## config.mk

```make
export PLATFORM = sky130hd
export DESIGN_NAME = dcc_top
export DESIGN_NICKNAME = d
export VERILOG_FILES = /design/src/hw/dcc_pkg.sv /design/src/hw/dcc_phase_gen.sv /design/src/hw/dcc_mismatch.sv /design/src/hw/dcc_top.sv
export SDC_FILE = /design/constraint.sdc
export NUM_CORES = 1
export LEC_CHECK = 0
export BUFFER_PORTS_ARGS = -buffer_cell sky130_fd_sc_hd__buf_4
export CAP_MARGIN = 20
export CORE_MARGIN = 2
export CORE_UTILIZATION = 55
export DETAILED_ROUTE_END_ITERATION = 12
export HOLD_SLACK_MARGIN = 0.03
export PLACE_DENSITY = 0.94
export SYNTH_ARGS = -nofsm -noshare
export SYNTH_HDL_FRONTEND = slang
export SYNTH_SLANG_ARGS = --single-unit
```

## constraint.sdc

```tcl
create_clock -name clk_sys -period 2.84 [get_ports clk_sys]
set_input_delay 0.284 -clock clk_sys [delete_from_list [all_inputs] [get_ports clk_sys]]
set_output_delay 0.284 -clock clk_sys [all_outputs]
set_load 0.02 [all_outputs]
```

## src/hw/dcc_pkg.sv

```systemverilog
// Constants shared by the comparator change-detection block.
// Assumes one 125 MHz clock and a single-cycle register port.
// How it works
// - Change flag sets whenever either comparator result differs from the held value.
// - A held latch captures comparator outputs on every config register read.
// - A second latch samples live outputs each phase_one; mismatch flows from it.
// - Mismatch persists until config read or output returns to held value.
// - A config register write also refreshes the held latch, ending mismatch.
// - Flag clears only by writing zero; writing one sets it.
// - Interrupt needs comparator, peripheral and global enables all set.
// - Clearing the flag fails while a mismatch persists.
// - A change coincident with a config read may not set the flag.
// - Result bits 7 and 6 show comparator outputs, inverted by bits 5 and 4.
// - Port reads return zero for every pin configured analog.
package dcc_pkg;
  localparam logic [3:0] ADDR_CONFIG = 4'h0;
  localparam logic [3:0] ADDR_FLAG = 4'h1;
  localparam logic [3:0] ADDR_ENABLE = 4'h2;
  localparam logic [3:0] ADDR_IRQCTL = 4'h3;
  localparam logic [3:0] ADDR_PORT = 4'h4;
  localparam logic [3:0] ADDR_ANSEL = 4'h5;
  localparam int BIT_B_RESULT = 7;
  localparam int BIT_A_RESULT = 6;
  localparam int BIT_B_POL = 5;
  localparam int BIT_A_POL = 4;
  localparam int BIT_FLAG = 0;
  localparam int BIT_GIE = 1;
  localparam int BIT_PERIPHERAL_IRQ_ENABLE = 0;
  localparam logic [7:0] CONFIG_RESET = 8'h00;
  localparam logic [7:0] ANSEL_RESET = 8'hff;
  localparam logic [2:0] MODE_OFF = 3'h7;
  localparam logic [2:0] MODE_COMMON_REF = 3'h3;
  localparam logic [2:0] MODE_RESET_OFF = 3'h0;
  localparam logic [1:0] PHASE_COUNT = 2'h3;
  localparam logic [1:0] PHASE_ONE = 2'h0;
endpackage

```

## src/hw/dcc_phase_gen.sv

```systemverilog
// Four-phase instruction cycle generator.
// Assumes synchronous active-high reset.
`timescale 1ns/1ps
module dcc_phase_gen (
  input wire logic clk_sys,
  input wire logic reset,
  output logic phaseOne
);
  logic [1:0] phase;
  logic [1:0] next_phase;

  // Free-running phase counter
  always_comb begin
    next_phase = phase + 2'h1;
  end

  always_ff @(posedge clk_sys) begin
    if (reset) begin
      phase <= dcc_pkg::PHASE_COUNT;
    end else begin
      phase <= next_phase;
    end
  end

  assign phaseOne = (phase == dcc_pkg::PHASE_ONE);
endmodule

```

## src/hw/dcc_mismatch.sv

```systemverilog
// Two-latch mismatch detector for both comparators.
// Assumes comparator outputs are synchronous to clk_sys.
`timescale 1ns/1ps
module dcc_mismatch (
  input wire logic clk_sys,
  input wire logic reset,
  input wire logic phaseOne,
  input wire logic capture,
  input wire logic [1:0] cmpLive,
  output logic mismatch
);
  logic [1:0] held;
  logic [1:0] sampled;
  logic [1:0] next_held;
  logic [1:0] next_sampled;

  // Any config access reloads both latches, so the access ends a stale mismatch at once
  // Limitation: a change landing on the access edge is absorbed and never flagged
  always_comb begin
    next_held = capture ? cmpLive : held;
    next_sampled = (phaseOne || capture) ? cmpLive : sampled;
  end

  always_ff @(posedge clk_sys) begin
    if (reset) begin
      held <= 2'h0;
      sampled <= 2'h0;
    end else begin
      held <= next_held;
      sampled <= next_sampled;
    end
  end

  // Either direction of change counts; returning ends it
  assign mismatch = |(held ^ sampled);
endmodule

```

## src/hw/dcc_top.sv

```systemverilog
// Comparator configuration, change flag and interrupt chain.
// Assumes a single-cycle register port; read data one cycle later.
//
// Implementation choices: the placing of the registers and the strobed register port.
`timescale 1ns/1ps
module dcc_top (
  input wire logic clk_sys,
  input wire logic reset,
  input wire logic [3:0] regAddr,
  input wire logic [7:0] regWrData,
  input wire logic regWrite,
  input wire logic regRead,
  output logic [7:0] regRdData,
  input wire logic cmpARaw,
  input wire logic cmpBRaw,
  input wire logic [7:0] portPins,
  output logic [2:0] comparator_config_select,
  output logic input_switch_select,
  output logic cmpAEnable,
  output logic cmpBEnable,
  output logic commonReference,
  output logic irq
);
  logic [7:0] configReg;
  logic [7:0] next_configReg;
  logic changeFlag;
  logic next_changeFlag;
  logic irqEnable;
  logic next_irqEnable;
  logic globalEnable;
  logic next_globalEnable;
  logic periphEnable;
  logic next_periphEnable;
  logic [7:0] analogSel;
  logic [7:0] next_analogSel;
  logic [7:0] next_regRdData;
  logic phaseOne;
  logic mismatch;
  logic cfgAccess;
  logic cmpAResult;
  logic cmpBResult;

  function automatic logic hit(input logic [3:0] a, input logic [3:0] target);
    hit = (a == target);
  endfunction

  dcc_phase_gen u_phase (
    .clk_sys(clk_sys),
    .reset(reset),
    .phaseOne(phaseOne)
  );

  // Polarity bits invert the visible result
  assign cmpAResult = cmpARaw ^ configReg[dcc_pkg::BIT_A_POL];
  assign cmpBResult = cmpBRaw ^ configReg[dcc_pkg::BIT_B_POL];

  // A write includes an internal read, so both refresh the held latch
  assign cfgAccess = (regRead || regWrite) && hit(regAddr, dcc_pkg::ADDR_CONFIG);

  dcc_mismatch u_mm (
    .clk_sys(clk_sys),
    .reset(reset),
    .phaseOne(phaseOne),
    .capture(cfgAccess),
    .cmpLive({cmpBResult, cmpARaw ^ configReg[dcc_pkg::BIT_A_POL]}),
    .mismatch(mismatch)
  );

  // Mode decode; reset mode and off mode disable both comparators
  assign comparator_config_select = configReg[2:0];
  assign input_switch_select = configReg[3];
  assign cmpAEnable = (configReg[2:0] != dcc_pkg::MODE_OFF)
                      && (configReg[2:0] != dcc_pkg::MODE_RESET_OFF);
  assign cmpBEnable = cmpAEnable;
  assign commonReference = (configReg[2:0] == dcc_pkg::MODE_COMMON_REF);

  // Register writes; result bits are not writable
  always_comb begin
    next_configReg = configReg;
    next_irqEnable = irqEnable;
    next_globalEnable = globalEnable;
    next_periphEnable = periphEnable;
    next_analogSel = analogSel;
    if (regWrite) begin
      if (hit(regAddr, dcc_pkg::ADDR_CONFIG)) begin
        next_configReg = {2'h0, regWrData[5:0]};
      end else if (hit(regAddr, dcc_pkg::ADDR_ENABLE)) begin
        next_irqEnable = regWrData[dcc_pkg::BIT_FLAG];
      end else if (hit(regAddr, dcc_pkg::ADDR_IRQCTL)) begin
        next_globalEnable = regWrData[dcc_pkg::BIT_GIE];
        next_periphEnable = regWrData[dcc_pkg::BIT_PERIPHERAL_IRQ_ENABLE];
      end else if (hit(regAddr, dcc_pkg::ADDR_ANSEL)) begin
        next_analogSel = regWrData;
      end
    end
  end

  // Set wins over clear; a live mismatch keeps the flag high
  always_comb begin
    next_changeFlag = changeFlag;
    if (regWrite && hit(regAddr, dcc_pkg::ADDR_FLAG)) begin
      next_changeFlag = regWrData[dcc_pkg::BIT_FLAG];
    end
    if (mismatch) begin
      next_changeFlag = 1'b1;
    end
  end

  // Read mux; unmapped addresses read zero
  always_comb begin
    next_regRdData = 8'h00;
    if (regRead) begin
      if (hit(regAddr, dcc_pkg::ADDR_CONFIG)) begin
        next_regRdData = {cmpBResult, cmpAResult, configReg[5:0]};
      end else if (hit(regAddr, dcc_pkg::ADDR_FLAG)) begin
        next_regRdData = {7'h00, changeFlag};
      end else if (hit(regAddr, dcc_pkg::ADDR_ENABLE)) begin
        next_regRdData = {7'h00, irqEnable};
      end else if (hit(regAddr, dcc_pkg::ADDR_IRQCTL)) begin
        next_regRdData = {6'h00, globalEnable, periphEnable};
      end else if (hit(regAddr, dcc_pkg::ADDR_PORT)) begin
        next_regRdData = portPins & ~analogSel;
      end else if (hit(regAddr, dcc_pkg::ADDR_ANSEL)) begin
        next_regRdData = analogSel;
      end
    end
  end

  always_ff @(posedge clk_sys) begin
    if (reset) begin
      configReg <= dcc_pkg::CONFIG_RESET;
      changeFlag <= 1'b0;
      irqEnable <= 1'b0;
      globalEnable <= 1'b0;
      periphEnable <= 1'b0;
      analogSel <= dcc_pkg::ANSEL_RESET;
      regRdData <= 8'h00;
    end else begin
      configReg <= next_configReg;
      changeFlag <= next_changeFlag;
      irqEnable <= next_irqEnable;
      globalEnable <= next_globalEnable;
      periphEnable <= next_periphEnable;
      analogSel <= next_analogSel;
      regRdData <= next_regRdData;
    end
  end

  // All three enables gate the level interrupt; flag sets regardless
  assign irq = changeFlag && irqEnable && periphEnable && globalEnable;

  flag_on_mismatch_a: assert property (@(posedge clk_sys) disable iff (reset)
    mismatch |=> changeFlag) else $error("flag not held by mismatch");
  irq_gate_a: assert property (@(posedge clk_sys) disable iff (reset)
    (regWrite && hit(regAddr, dcc_pkg::ADDR_FLAG) && regWrData[dcc_pkg::BIT_FLAG]
    && irqEnable && periphEnable && globalEnable) |=> irq)
    else $error("interrupt gating wrong");
  irq_masked_a: assert property (@(posedge clk_sys) disable iff (reset)
    !(irqEnable && periphEnable && globalEnable) |-> !irq)
    else $error("masked interrupt raised");
  clear_write_a: assert property (@(posedge clk_sys) disable iff (reset)
    (regWrite && hit(regAddr, dcc_pkg::ADDR_FLAG) && !regWrData[0] && !mismatch)
    |=> !changeFlag) else $error("flag clear failed");
  set_write_a: assert property (@(posedge clk_sys) disable iff (reset)
    (regWrite && hit(regAddr, dcc_pkg::ADDR_FLAG) && regWrData[0]) |=> changeFlag)
    else $error("flag set failed");
  result_ro_a: assert property (@(posedge clk_sys) disable iff (reset)
    configReg[7:6] == 2'h0) else $error("result bits stored");
  port_analog_a: assert property (@(posedge clk_sys) disable iff (reset)
    (regRead && hit(regAddr, dcc_pkg::ADDR_PORT)) |=> ((regRdData & $past(analogSel)) == 8'h00))
    else $error("analog pin read nonzero");
  change_sets_a: assert property (@(posedge clk_sys) disable iff (reset)
    ($changed({cmpBResult, cmpAResult}) && !cfgAccess && !regWrite)
    ##1 (!cfgAccess && !regWrite)[*5] |-> changeFlag) else $error("change missed");
  polarity_a: assert property (@(posedge clk_sys) disable iff (reset)
    (regRead && hit(regAddr, dcc_pkg::ADDR_CONFIG)) |=>
    regRdData[7] == ($past(cmpBRaw) ^ $past(configReg[5]))) else $error("polarity wrong");
  access_ends_a: assert property (@(posedge clk_sys) disable iff (reset)
    (cfgAccess && $stable(cmpARaw) && $stable(cmpBRaw)) ##1 ($stable(cmpARaw)
    && $stable(cmpBRaw) && !$changed(configReg[5:4])) |-> !mismatch)
    else $error("access kept mismatch");
  irq_cover_c: cover property (@(posedge clk_sys) irq);
  clear_cover_c: cover property (@(posedge clk_sys) changeFlag ##1 !changeFlag);
  mm_cover_c: cover property (@(posedge clk_sys) mismatch ##1 !mismatch);
endmodule

```

# ---- After elaboration in Yosys (flattened, before gate mapping)
# Cells that the tools add are included.
dict set report word_totals {
  reg_bits 32
  in_bits 26
}
dict set report op_classes {
  n_addsub 1
  eq_ne 7
  mux 8
  bitwise 9
  reduce_logical 18
}
# op n
set ops {}
lappend ops {{two-way mux 8 bit} 6}
lappend ops {{bitwise AND 8 bit} 1}
lappend ops {{equality test 4 x 2 -> 1 bit, second input constant} 2}
lappend ops {{equality test 4 x 3 -> 1 bit, second input constant} 2}
lappend ops {{inverter 8 bit} 1}
lappend ops {{logical AND 1 bit} 6}
lappend ops {{AND reduction 5 bit} 1}
lappend ops {{equality test 4 x 1 -> 1 bit, second input constant} 1}
lappend ops {{logical NOT 4 bit} 1}
lappend ops {{inverter 1 bit} 4}
lappend ops {{AND reduction 4 bit} 1}
lappend ops {{OR reduction 2 bit} 2}
lappend ops {{equality test 3 x 2 -> 1 bit, second input constant} 1}
lappend ops {{inequality test 3 bit, second input constant} 1}
lappend ops {{AND reduction 3 bit} 1}
lappend ops {{nonzero test 3 bit} 1}
lappend ops {{adder 2 x 1 -> 2 bit, second input constant} 1}
lappend ops {{logical NOT 2 bit} 1}
lappend ops {{logical OR 1 bit} 2}
lappend ops {{two-way mux 1 bit} 2}
lappend ops {{AND reduction 2 bit} 1}
lappend ops {{nonzero test 2 bit} 1}
lappend ops {{XOR 1 bit} 2}
lappend ops {{XOR 2 bit} 1}

# ---- Depth between registers and ports, before layout
# Gate-level depths: netlist of the first run.
dict set report logic_depth {
  depth_word 7
  depth_mapped 6
  mapped_depth_nobuf 5
}

# ---- By module
# Synthesis of the first run repeated with hierarchy kept, for this count alone.
dict set report hier_totals {
  cells_unflattened 184
  area_unflattened_um2 1606.5
}
# module n_inst cells_per_inst area_each_um2 seq_area_each_um2
set by_module_without_submodules {}
lappend by_module_without_submodules {dcc_top 1 160 1367.6 520.5}
lappend by_module_without_submodules {dcc_mismatch 1 17 166.4 80.1}
lappend by_module_without_submodules {dcc_phase_gen 1 7 72.6 40.0}

# ---- Least setup slack after synthesis of the first run
# OpenSTA, ideal clock, no wires.
dict set report synth_path {
  path_type {register to output}
  from {register configReg[2]}
  to {output cmpBEnable}
  t_arrival_ns 1.048
  setup_slack_ns 1.508
  stages_incl_launch_ff 4
  cell_sequence {dfxtp_1 and3_1 nor2_1 buf_4}
}
dict set report synth_via {
  elab_chain_cells 2
  word_cells_on_any_way 3
  cone_classes {eq/ne (1); reduce/logical (2)}
}
# element line_no
set synth_lines {}
lappend synth_lines {{start, declared} dcc_top.sv:24} ;# logic [7:0] configReg;
lappend synth_lines {{start signal, assigned} dcc_top.sv:131} ;# configReg <= dcc_pkg::CONFIG_RESET;
lappend synth_lines {{start signal, assigned} dcc_top.sv:139} ;# configReg <= next_configReg;
lappend synth_lines {{inequality test 3 bit or nonzero test 3 bit (tied branches)} {dcc_top.sv:72, dcc_top.sv:73}}
lappend synth_lines {{logical AND 1 bit *} dcc_top.sv:73} ;# && (configReg[2:0] != dcc_pkg::MODE_RESET_OFF);
lappend synth_lines {{end, declared} dcc_top.sv:20} ;# output logic cmpBEnable,
# Every way passes the cells marked *; elsewhere a longest branch is shown, timed or not.

# ---- Worst setup path after layout of the first run
dict set report layout_path {
  from {register configReg[0]}
  to {output cmpAEnable}
}
dict set report layout_via {
  elab_chain_cells 2
  word_cells_on_any_way 3
  cone_classes {eq/ne (1); reduce/logical (2)}
}
# element line_no
set layout_lines {}
lappend layout_lines {{inequality test 3 bit or nonzero test 3 bit (tied branches)} {dcc_top.sv:72, dcc_top.sv:73}}
lappend layout_lines {{logical AND 1 bit *} dcc_top.sv:73}
lappend layout_lines {{end, declared} dcc_top.sv:19} ;# output logic cmpAEnable,
# Marked as above.

==> results of run 1 <==
## worst reg2reg max path, stage by stage, from the launching register on
cell	delay [ns]
dfxtp_1	0.45
nor3b_1	0.28
a31oi_1	0.07
o22a_1	0.18
nor3_1	0.12
## kinds of logic after synthesis
logic type,count (synthesis),share of synthesized area (%)
compound gates,35,16.4
xor+xnor,4,2.23
fa+ha+maj,1,0.797
buf+inv,21,8.37
simple gates,70,24.9
mux,10,6.45
flops,32,40.8
## flip-flops by register name, indices dropped and copies added, names as in the netlist
| register | count |
|---|---|
| regRdData | 8 |
| u_phase.phase | 2 |
| periphEnable | 1 |
| u_mm.held | 2 |
| configReg | 6 |
| analogSel | 8 |
| irqEnable | 1 |
| u_mm.sampled | 2 |
| changeFlag | 1 |
| globalEnable | 1 |
## layout make-up
type	count	area (um2)
fillers	229	863
multi-input cells	120	798
clock buffers	8	58.8
repair buffers	41	308
inverters	7	26.3
flip-flops and latches	32	641
well taps	31	38.8
## metal layers
layer	track usage, %	vias up	share of wire, %
met1	28.1	613	42
met2	36.5	47	49
li1	-	677	-
met4	10.6	0	2.9
met5	0	-	0
met3	7.03	13	6.2
## final timing paths
path,start,endpoint,slack (ns),cells after the start
setup / recovery,configReg[0]$_SDFFE_PP0P_,cmpAEnable,1.32,3
hold / removal,regWrData[7],analogSel[7]$_SDFFE_PP1P_,0.15,2
setup reg to reg,configReg[1]$_SDFFE_PP0P_,regRdData[1]$_SDFF_PP0_,1.67,4
hold reg to reg,u_phase.phase[0]$_SDFF_PP1_,u_phase.phase[0]$_SDFF_PP1_,0.41,1
## synth_stat cells, drive strengths merged (2+ instances only)
library cell / n / area (um2)
a31oi: 2 / 12.5
or2: 2 / 12.5
or3: 2 / 12.5
a21oi: 12 / 63.8
inv: 7 / 26.3
nand2: 14 / 52.6
nor3b: 4 / 30.0
a32oi: 5 / 51.3
and4: 2 / 17.5
mux2i: 9 / 90.1
xor2: 2 / 17.5
nor3: 5 / 25.0
nor2: 22 / 90.1
nand3b: 4 / 33.8
a22o: 4 / 35.0
nand3: 6 / 30.0
clkbuf: 3 / 12.5
dfxtp: 32 / 641
xnor2: 2 / 17.5
buf: 11 / 92.6
nand2b: 3 / 26.3
a211o: 5 / 43.8
o21ai: 4 / 20.0
## report_power, final
part | internal [mW] | total (mW) | switching, mW | leakage [nW]
registers | 0.461 | 0.468 | 0.00693 | 0.260
logic | 0.0548 | 0.113 | 0.0585 | 0.521
clock network | 0.122 | 0.274 | 0.152 | 0.0326
## layout by cell type, fill, tap and decap left out, types with 3 or more instances in the layout
cell,instances
dfxtp_1,32
nand3b_1,3
a32oi_1,4
buf_4,41
mux2i_1,9
o21ai_0,4
nor3_1,5
a21oi_1,11
nand3_1,6
nor3b_1,4
nor2_1,21
nand2_1,14
a211o_1,5
inv_1,7
clkbuf_4,5
a22o_1,4
==> out/qor.yml, run 1 <==
outcome: "complete, no violations"
grt_pass1_vias: 1309
synth_edf_count: 0
syn_avg_cell_area_um2: 9.08
synthesis.nets: 200
timing.final.crit_share_pct: 53.4
worst_pin_slew_ns: 0.653
synth.ff_latch_count: 32
pre_cts_ws_ns: 1.15
drive_above_1_share_pct: 27.4
ys_async_sr_fraction_pct: 0
fin_nets: 234
tns_ns: 0
maxCapViolCount: 0
final_cell_area_mm2: 0.00187
hold_viol: 0
design.die.area_mm2: 0.00330
dp_hpwl_um: 2430
rows: 19
initial_core_util_pct: 57.4
fin_crit_ns: 1.52
syn_area_mm2: 0.00157
grt_usage_pct: 22.9
drv_slew: 0
cts_hold_buf: 0
io-pin-count: 42
syn-instance-count: 173
slew_headroom_pct: 56.2
holdCritPathClass: "in2reg"
crit_fanout: 7
whs_ns: 0.145
rsz0062_at_grt: "false"
crit_chain: "and3_1, nor2_1, buf_4"
insertion_delay_ns: 0.34
syn2layout_area_growth_pct: 19.1
path_buf_inv: 1
routabilityCongestion: 0.910
ys_warn_count: 0
ys_types: 43
post_dp_cell_area_mm2: 0.00181
ys_seq_area_share_pct: 40.8
vias: 1350
critPathKind: "reg2out"
die_w_um: 57.4
grt_overflow: 0
clockRootBuffer: "clkbuf_4"
cts_max_path_buffers: 2
clk_transition_reported_paths_ns: 0.09
final_core_util_pct: 68.4
path_delay_family: "flip-flops"
io_buffers: 41
grt_max_degree: 26
fmax_mhz: 660
antenna_found_initial: 0
p_leak_nw: 0.813
drc: 0
ctsResizeCount: 0
first_pass_iters: 6
setup_viol: 0
post_cts.repair.setup_buffers: 0
peakVddDrop_mv: 0.375
clock-sinks: 32
wl_per_cell_um: 14.2
power_density_mw_per_mm2: 457
grt_pass1_wl_um: 5800
chipHeight_um: 57.4
cts_max_level: 2
diodes: 0
fin_total_pwr_mw: 0.855
drt_wl_total_um: 3400
arrival_ns: 1.23
cp_slowest_stage_delay_ns: 0.48
viasPerCell: 5.65
ant_nets: 0
first_iter_violations: 37
core_area_mm2: 0.00273
cts_buffers: 5
worst_slack_ns: 1.32
cpMaxStageDelayCell: "dfxtp_1"
critPathCaptureType: "output pin"
tritoncts: "done"
final_cells: 239
dp.cells: 231
start_kind: "flip-flop"
worstPathRequired_ns: 2.56
skew_ns: 0.00680
synth_flop_cell: "dfxtp_1"
Note: power is estimated with default switching activity, not from simulation.
==> run 2, diff against run 1 <==
--- a/config.mk
+++ b/config.mk
@@ -8,10 +8,10 @@
 export BUFFER_PORTS_ARGS = -buffer_cell sky130_fd_sc_hd__buf_4
 export CAP_MARGIN = 20
 export CORE_MARGIN = 2
-export CORE_UTILIZATION = 55
+export CORE_UTILIZATION = 51
 export DETAILED_ROUTE_END_ITERATION = 12
 export HOLD_SLACK_MARGIN = 0.03
-export PLACE_DENSITY = 0.94
+export PLACE_DENSITY = 0.89
 export SYNTH_ARGS = -nofsm -noshare
 export SYNTH_HDL_FRONTEND = slang
 export SYNTH_SLANG_ARGS = --single-unit
==> constraint.sdc (replaced) <==
create_clock -name clk_sys -period 1.5 [get_ports clk_sys]
set_input_delay 0.15 -clock clk_sys [delete_from_list [all_inputs] [get_ports clk_sys]]
set_output_delay 0.15 -clock clk_sys [all_outputs]
set_load 0.02 [all_outputs]
==> run 2 against run 1 <==
- first-iteration DRC count rose by 76%
- highest routed layer unchanged
- worst setup slack got worse by 1.2 ns
- register-to-register slack got worse by 1.3 ns
- critical endpoint is now cmpBEnable
==> out/qor.yml, run 2 (synthesis gave the netlist of run 1 again) <==
die_w_um: 59.5  # +3.6%
dp_hpwl_um: 2490  # +2.7%
initial_core_util_pct: 52.7  # -4.7 points
hold_depth: 3  # +1
first_pass_iters: 4  # -2
viasPerCell: 5.68  # +0.63%
p_leak_nw: 0.874  # +7.5%
chipHeight_um: 59.5  # +3.6%
maxCapViolCount: 0  # unchanged
clock-sinks: 32  # unchanged
final_core_util_pct: 66.8  # -1.6 points
skew_ns: 0.0114  # +0.00463 ns
drive_above_1_share_pct: 29.0  # +1.6 points
tritoncts: "done"
core_area_mm2: 0.00298  # +8.9%
whs_ns: 0.0390  # -0.106 ns
worstPathRequired_ns: 1.35  # -1.21 ns
rows: 20  # +1
layout_commonest_cell: "buf_4"
final_cells: 250  # +4.6%
grt_pass1_wl_um: 5610  # -3.3%
path_delay_family: "flip-flops"
grt_max_degree: 26  # unchanged
fin_total_pwr_mw: 1.86  # +120%
cts_max_level: 2  # unchanged
crit_fanout: 7  # unchanged
routabilityCongestion: 0.764  # -16%
holdCritPathClass: "in2reg"
layout_common_cells: "buf_4, dfxtp_1, nor2_1, nand2_1, a21oi_1"
worstRegToRegCells: 5  # +1
drv_slew: 0  # unchanged
antenna_found_initial: 0  # unchanged
cp.depth: 3  # unchanged
cpMaxStageDelayCell: "dfxtp_1"
dp.cells: 237  # +2.6%
crit_chain: "and3_1, nor2_1, buf_4"
wl_per_cell_um: 14.5  # +1.8%
design.die.area_mm2: 0.00354  # +7.3%
grt_pass1_vias: 1253  # -4.3%
drc: 0  # unchanged
power_density_mw_per_mm2: 933  # +100%
first_iter_violations: 65  # +76%
pre_cts_ws_ns: 0.170  # -0.984 ns
post_dp_cell_area_mm2: 0.00184  # +1.8%
fin_nets: 243  # +3.8%
start_kind: "flip-flop"
critPathKind: "reg2out"
critPathCaptureType: "output pin"
fmax_mhz: 721
seqCellArea_um2: 641  # unchanged
clk_transition_reported_paths_ns: 0.10  # about the same
clockRootBuffer: "clkbuf_4"
timing.final.crit_share_pct: 92.5
outcome: "complete, no violations"
hold_viol: 0  # unchanged
path_buf_inv: 1  # unchanged
syn2layout_area_growth_pct: 26.7
final_cell_area_mm2: 0.00199  # +6.4%
ant_nets: 0  # unchanged
insertion_delay_ns: 0.34  # about the same
peakVddDrop_mv: 0.806  # +120%
rsz0062_at_grt: "false"
io_buffers: 41  # unchanged
multi_input_area_um2: 798  # unchanged
arrival_ns: 1.24  # about the same
post_cts.repair.setup_buffers: 0  # unchanged
worst_slack_ns: 0.113  # -1.21 ns
vias: 1421  # +5.3%
setup_viol: 0  # unchanged
worst_pin_slew_ns: 0.347  # -0.306 ns
cp_slowest_stage_delay_ns: 0.49  # about the same
tns_ns: 0  # unchanged
drt_wl_total_um: 3620  # +6.5%
grt_overflow: 0  # unchanged
io-pin-count: 42  # unchanged
grt_usage_pct: 21.4  # -1.5 points
reg_top3: "analogSel x8, regRdData x8, configReg x6"
fill_cells: 245  # +7.0%
slew_headroom_pct: 76.8  # +21 points
fin_crit_ns: 1.39
diodes: 0  # unchanged
cts_max_path_buffers: 2  # unchanged
cts_buffers: 5  # unchanged
run 2: cell types whose count changed in the layout (fill, tap and decap cells not counted), sizes merged:
| cell | previous run | this run |
|---|---|---|
| dlygate4sd3 | 0 | 5 |
| buf | 41 | 45 |
| bufinv | 0 | 1 |
| clkbuf | 8 | 7 |
run 2: what timing repair did:
item | CTS | global route
resized for setup | 0 | 0
hold buffers | 5 | 0
endpoints found under the hold margin | 5 | 0
run 2: routing by layer:
layer,vias up,share of wire (%),track usage [%]
li1,693,-,-
met1,667,42,25.6
met2,50,51,35.3
met3,11,5.4,7.21
met4,0,1.7,8.25
met5,-,0,0
run 2: area by class of cell:
cell class	instances	area share, %
flip-flops and latches	32	32.2
multi-input cells	120	40.1
well taps	33	2.08
clock inverters	1	1.51
inverters	7	1.32
clock buffers	7	3.27
repair buffers	50	19.5
run 2: worst reg2reg max path, cell delays in order, from the launching register on:
cell     delay [ns]
dfxtp_1        0.34
inv_1          0.05
ha_1           0.20
a21oi_2        0.16
mux2i_1        0.20
nor2_1         0.05
run 2: worst paths after layout:
kind | to | slack, ns | startpoint
setup / recovery | cmpBEnable | 0.11 | configReg[0]$_SDFFE_PP0P_
hold / removal | analogSel[5]$_SDFFE_PP1P_ | 0.04 | regWrData[5]
setup reg to reg | u_mm.sampled[0]$_SDFFE_PP0P_ | 0.39 | u_phase.phase[0]$_SDFF_PP1_
hold reg to reg | u_phase.phase[0]$_SDFF_PP1_ | 0.40 | u_phase.phase[0]$_SDFF_PP1_
run 2: power by group:
group,leakage (nW),internal [mW],switching [mW]
combinational,0.563,0.116,0.117
sequential,0.260,0.872,0.0136
clock,0.0515,0.442,0.294
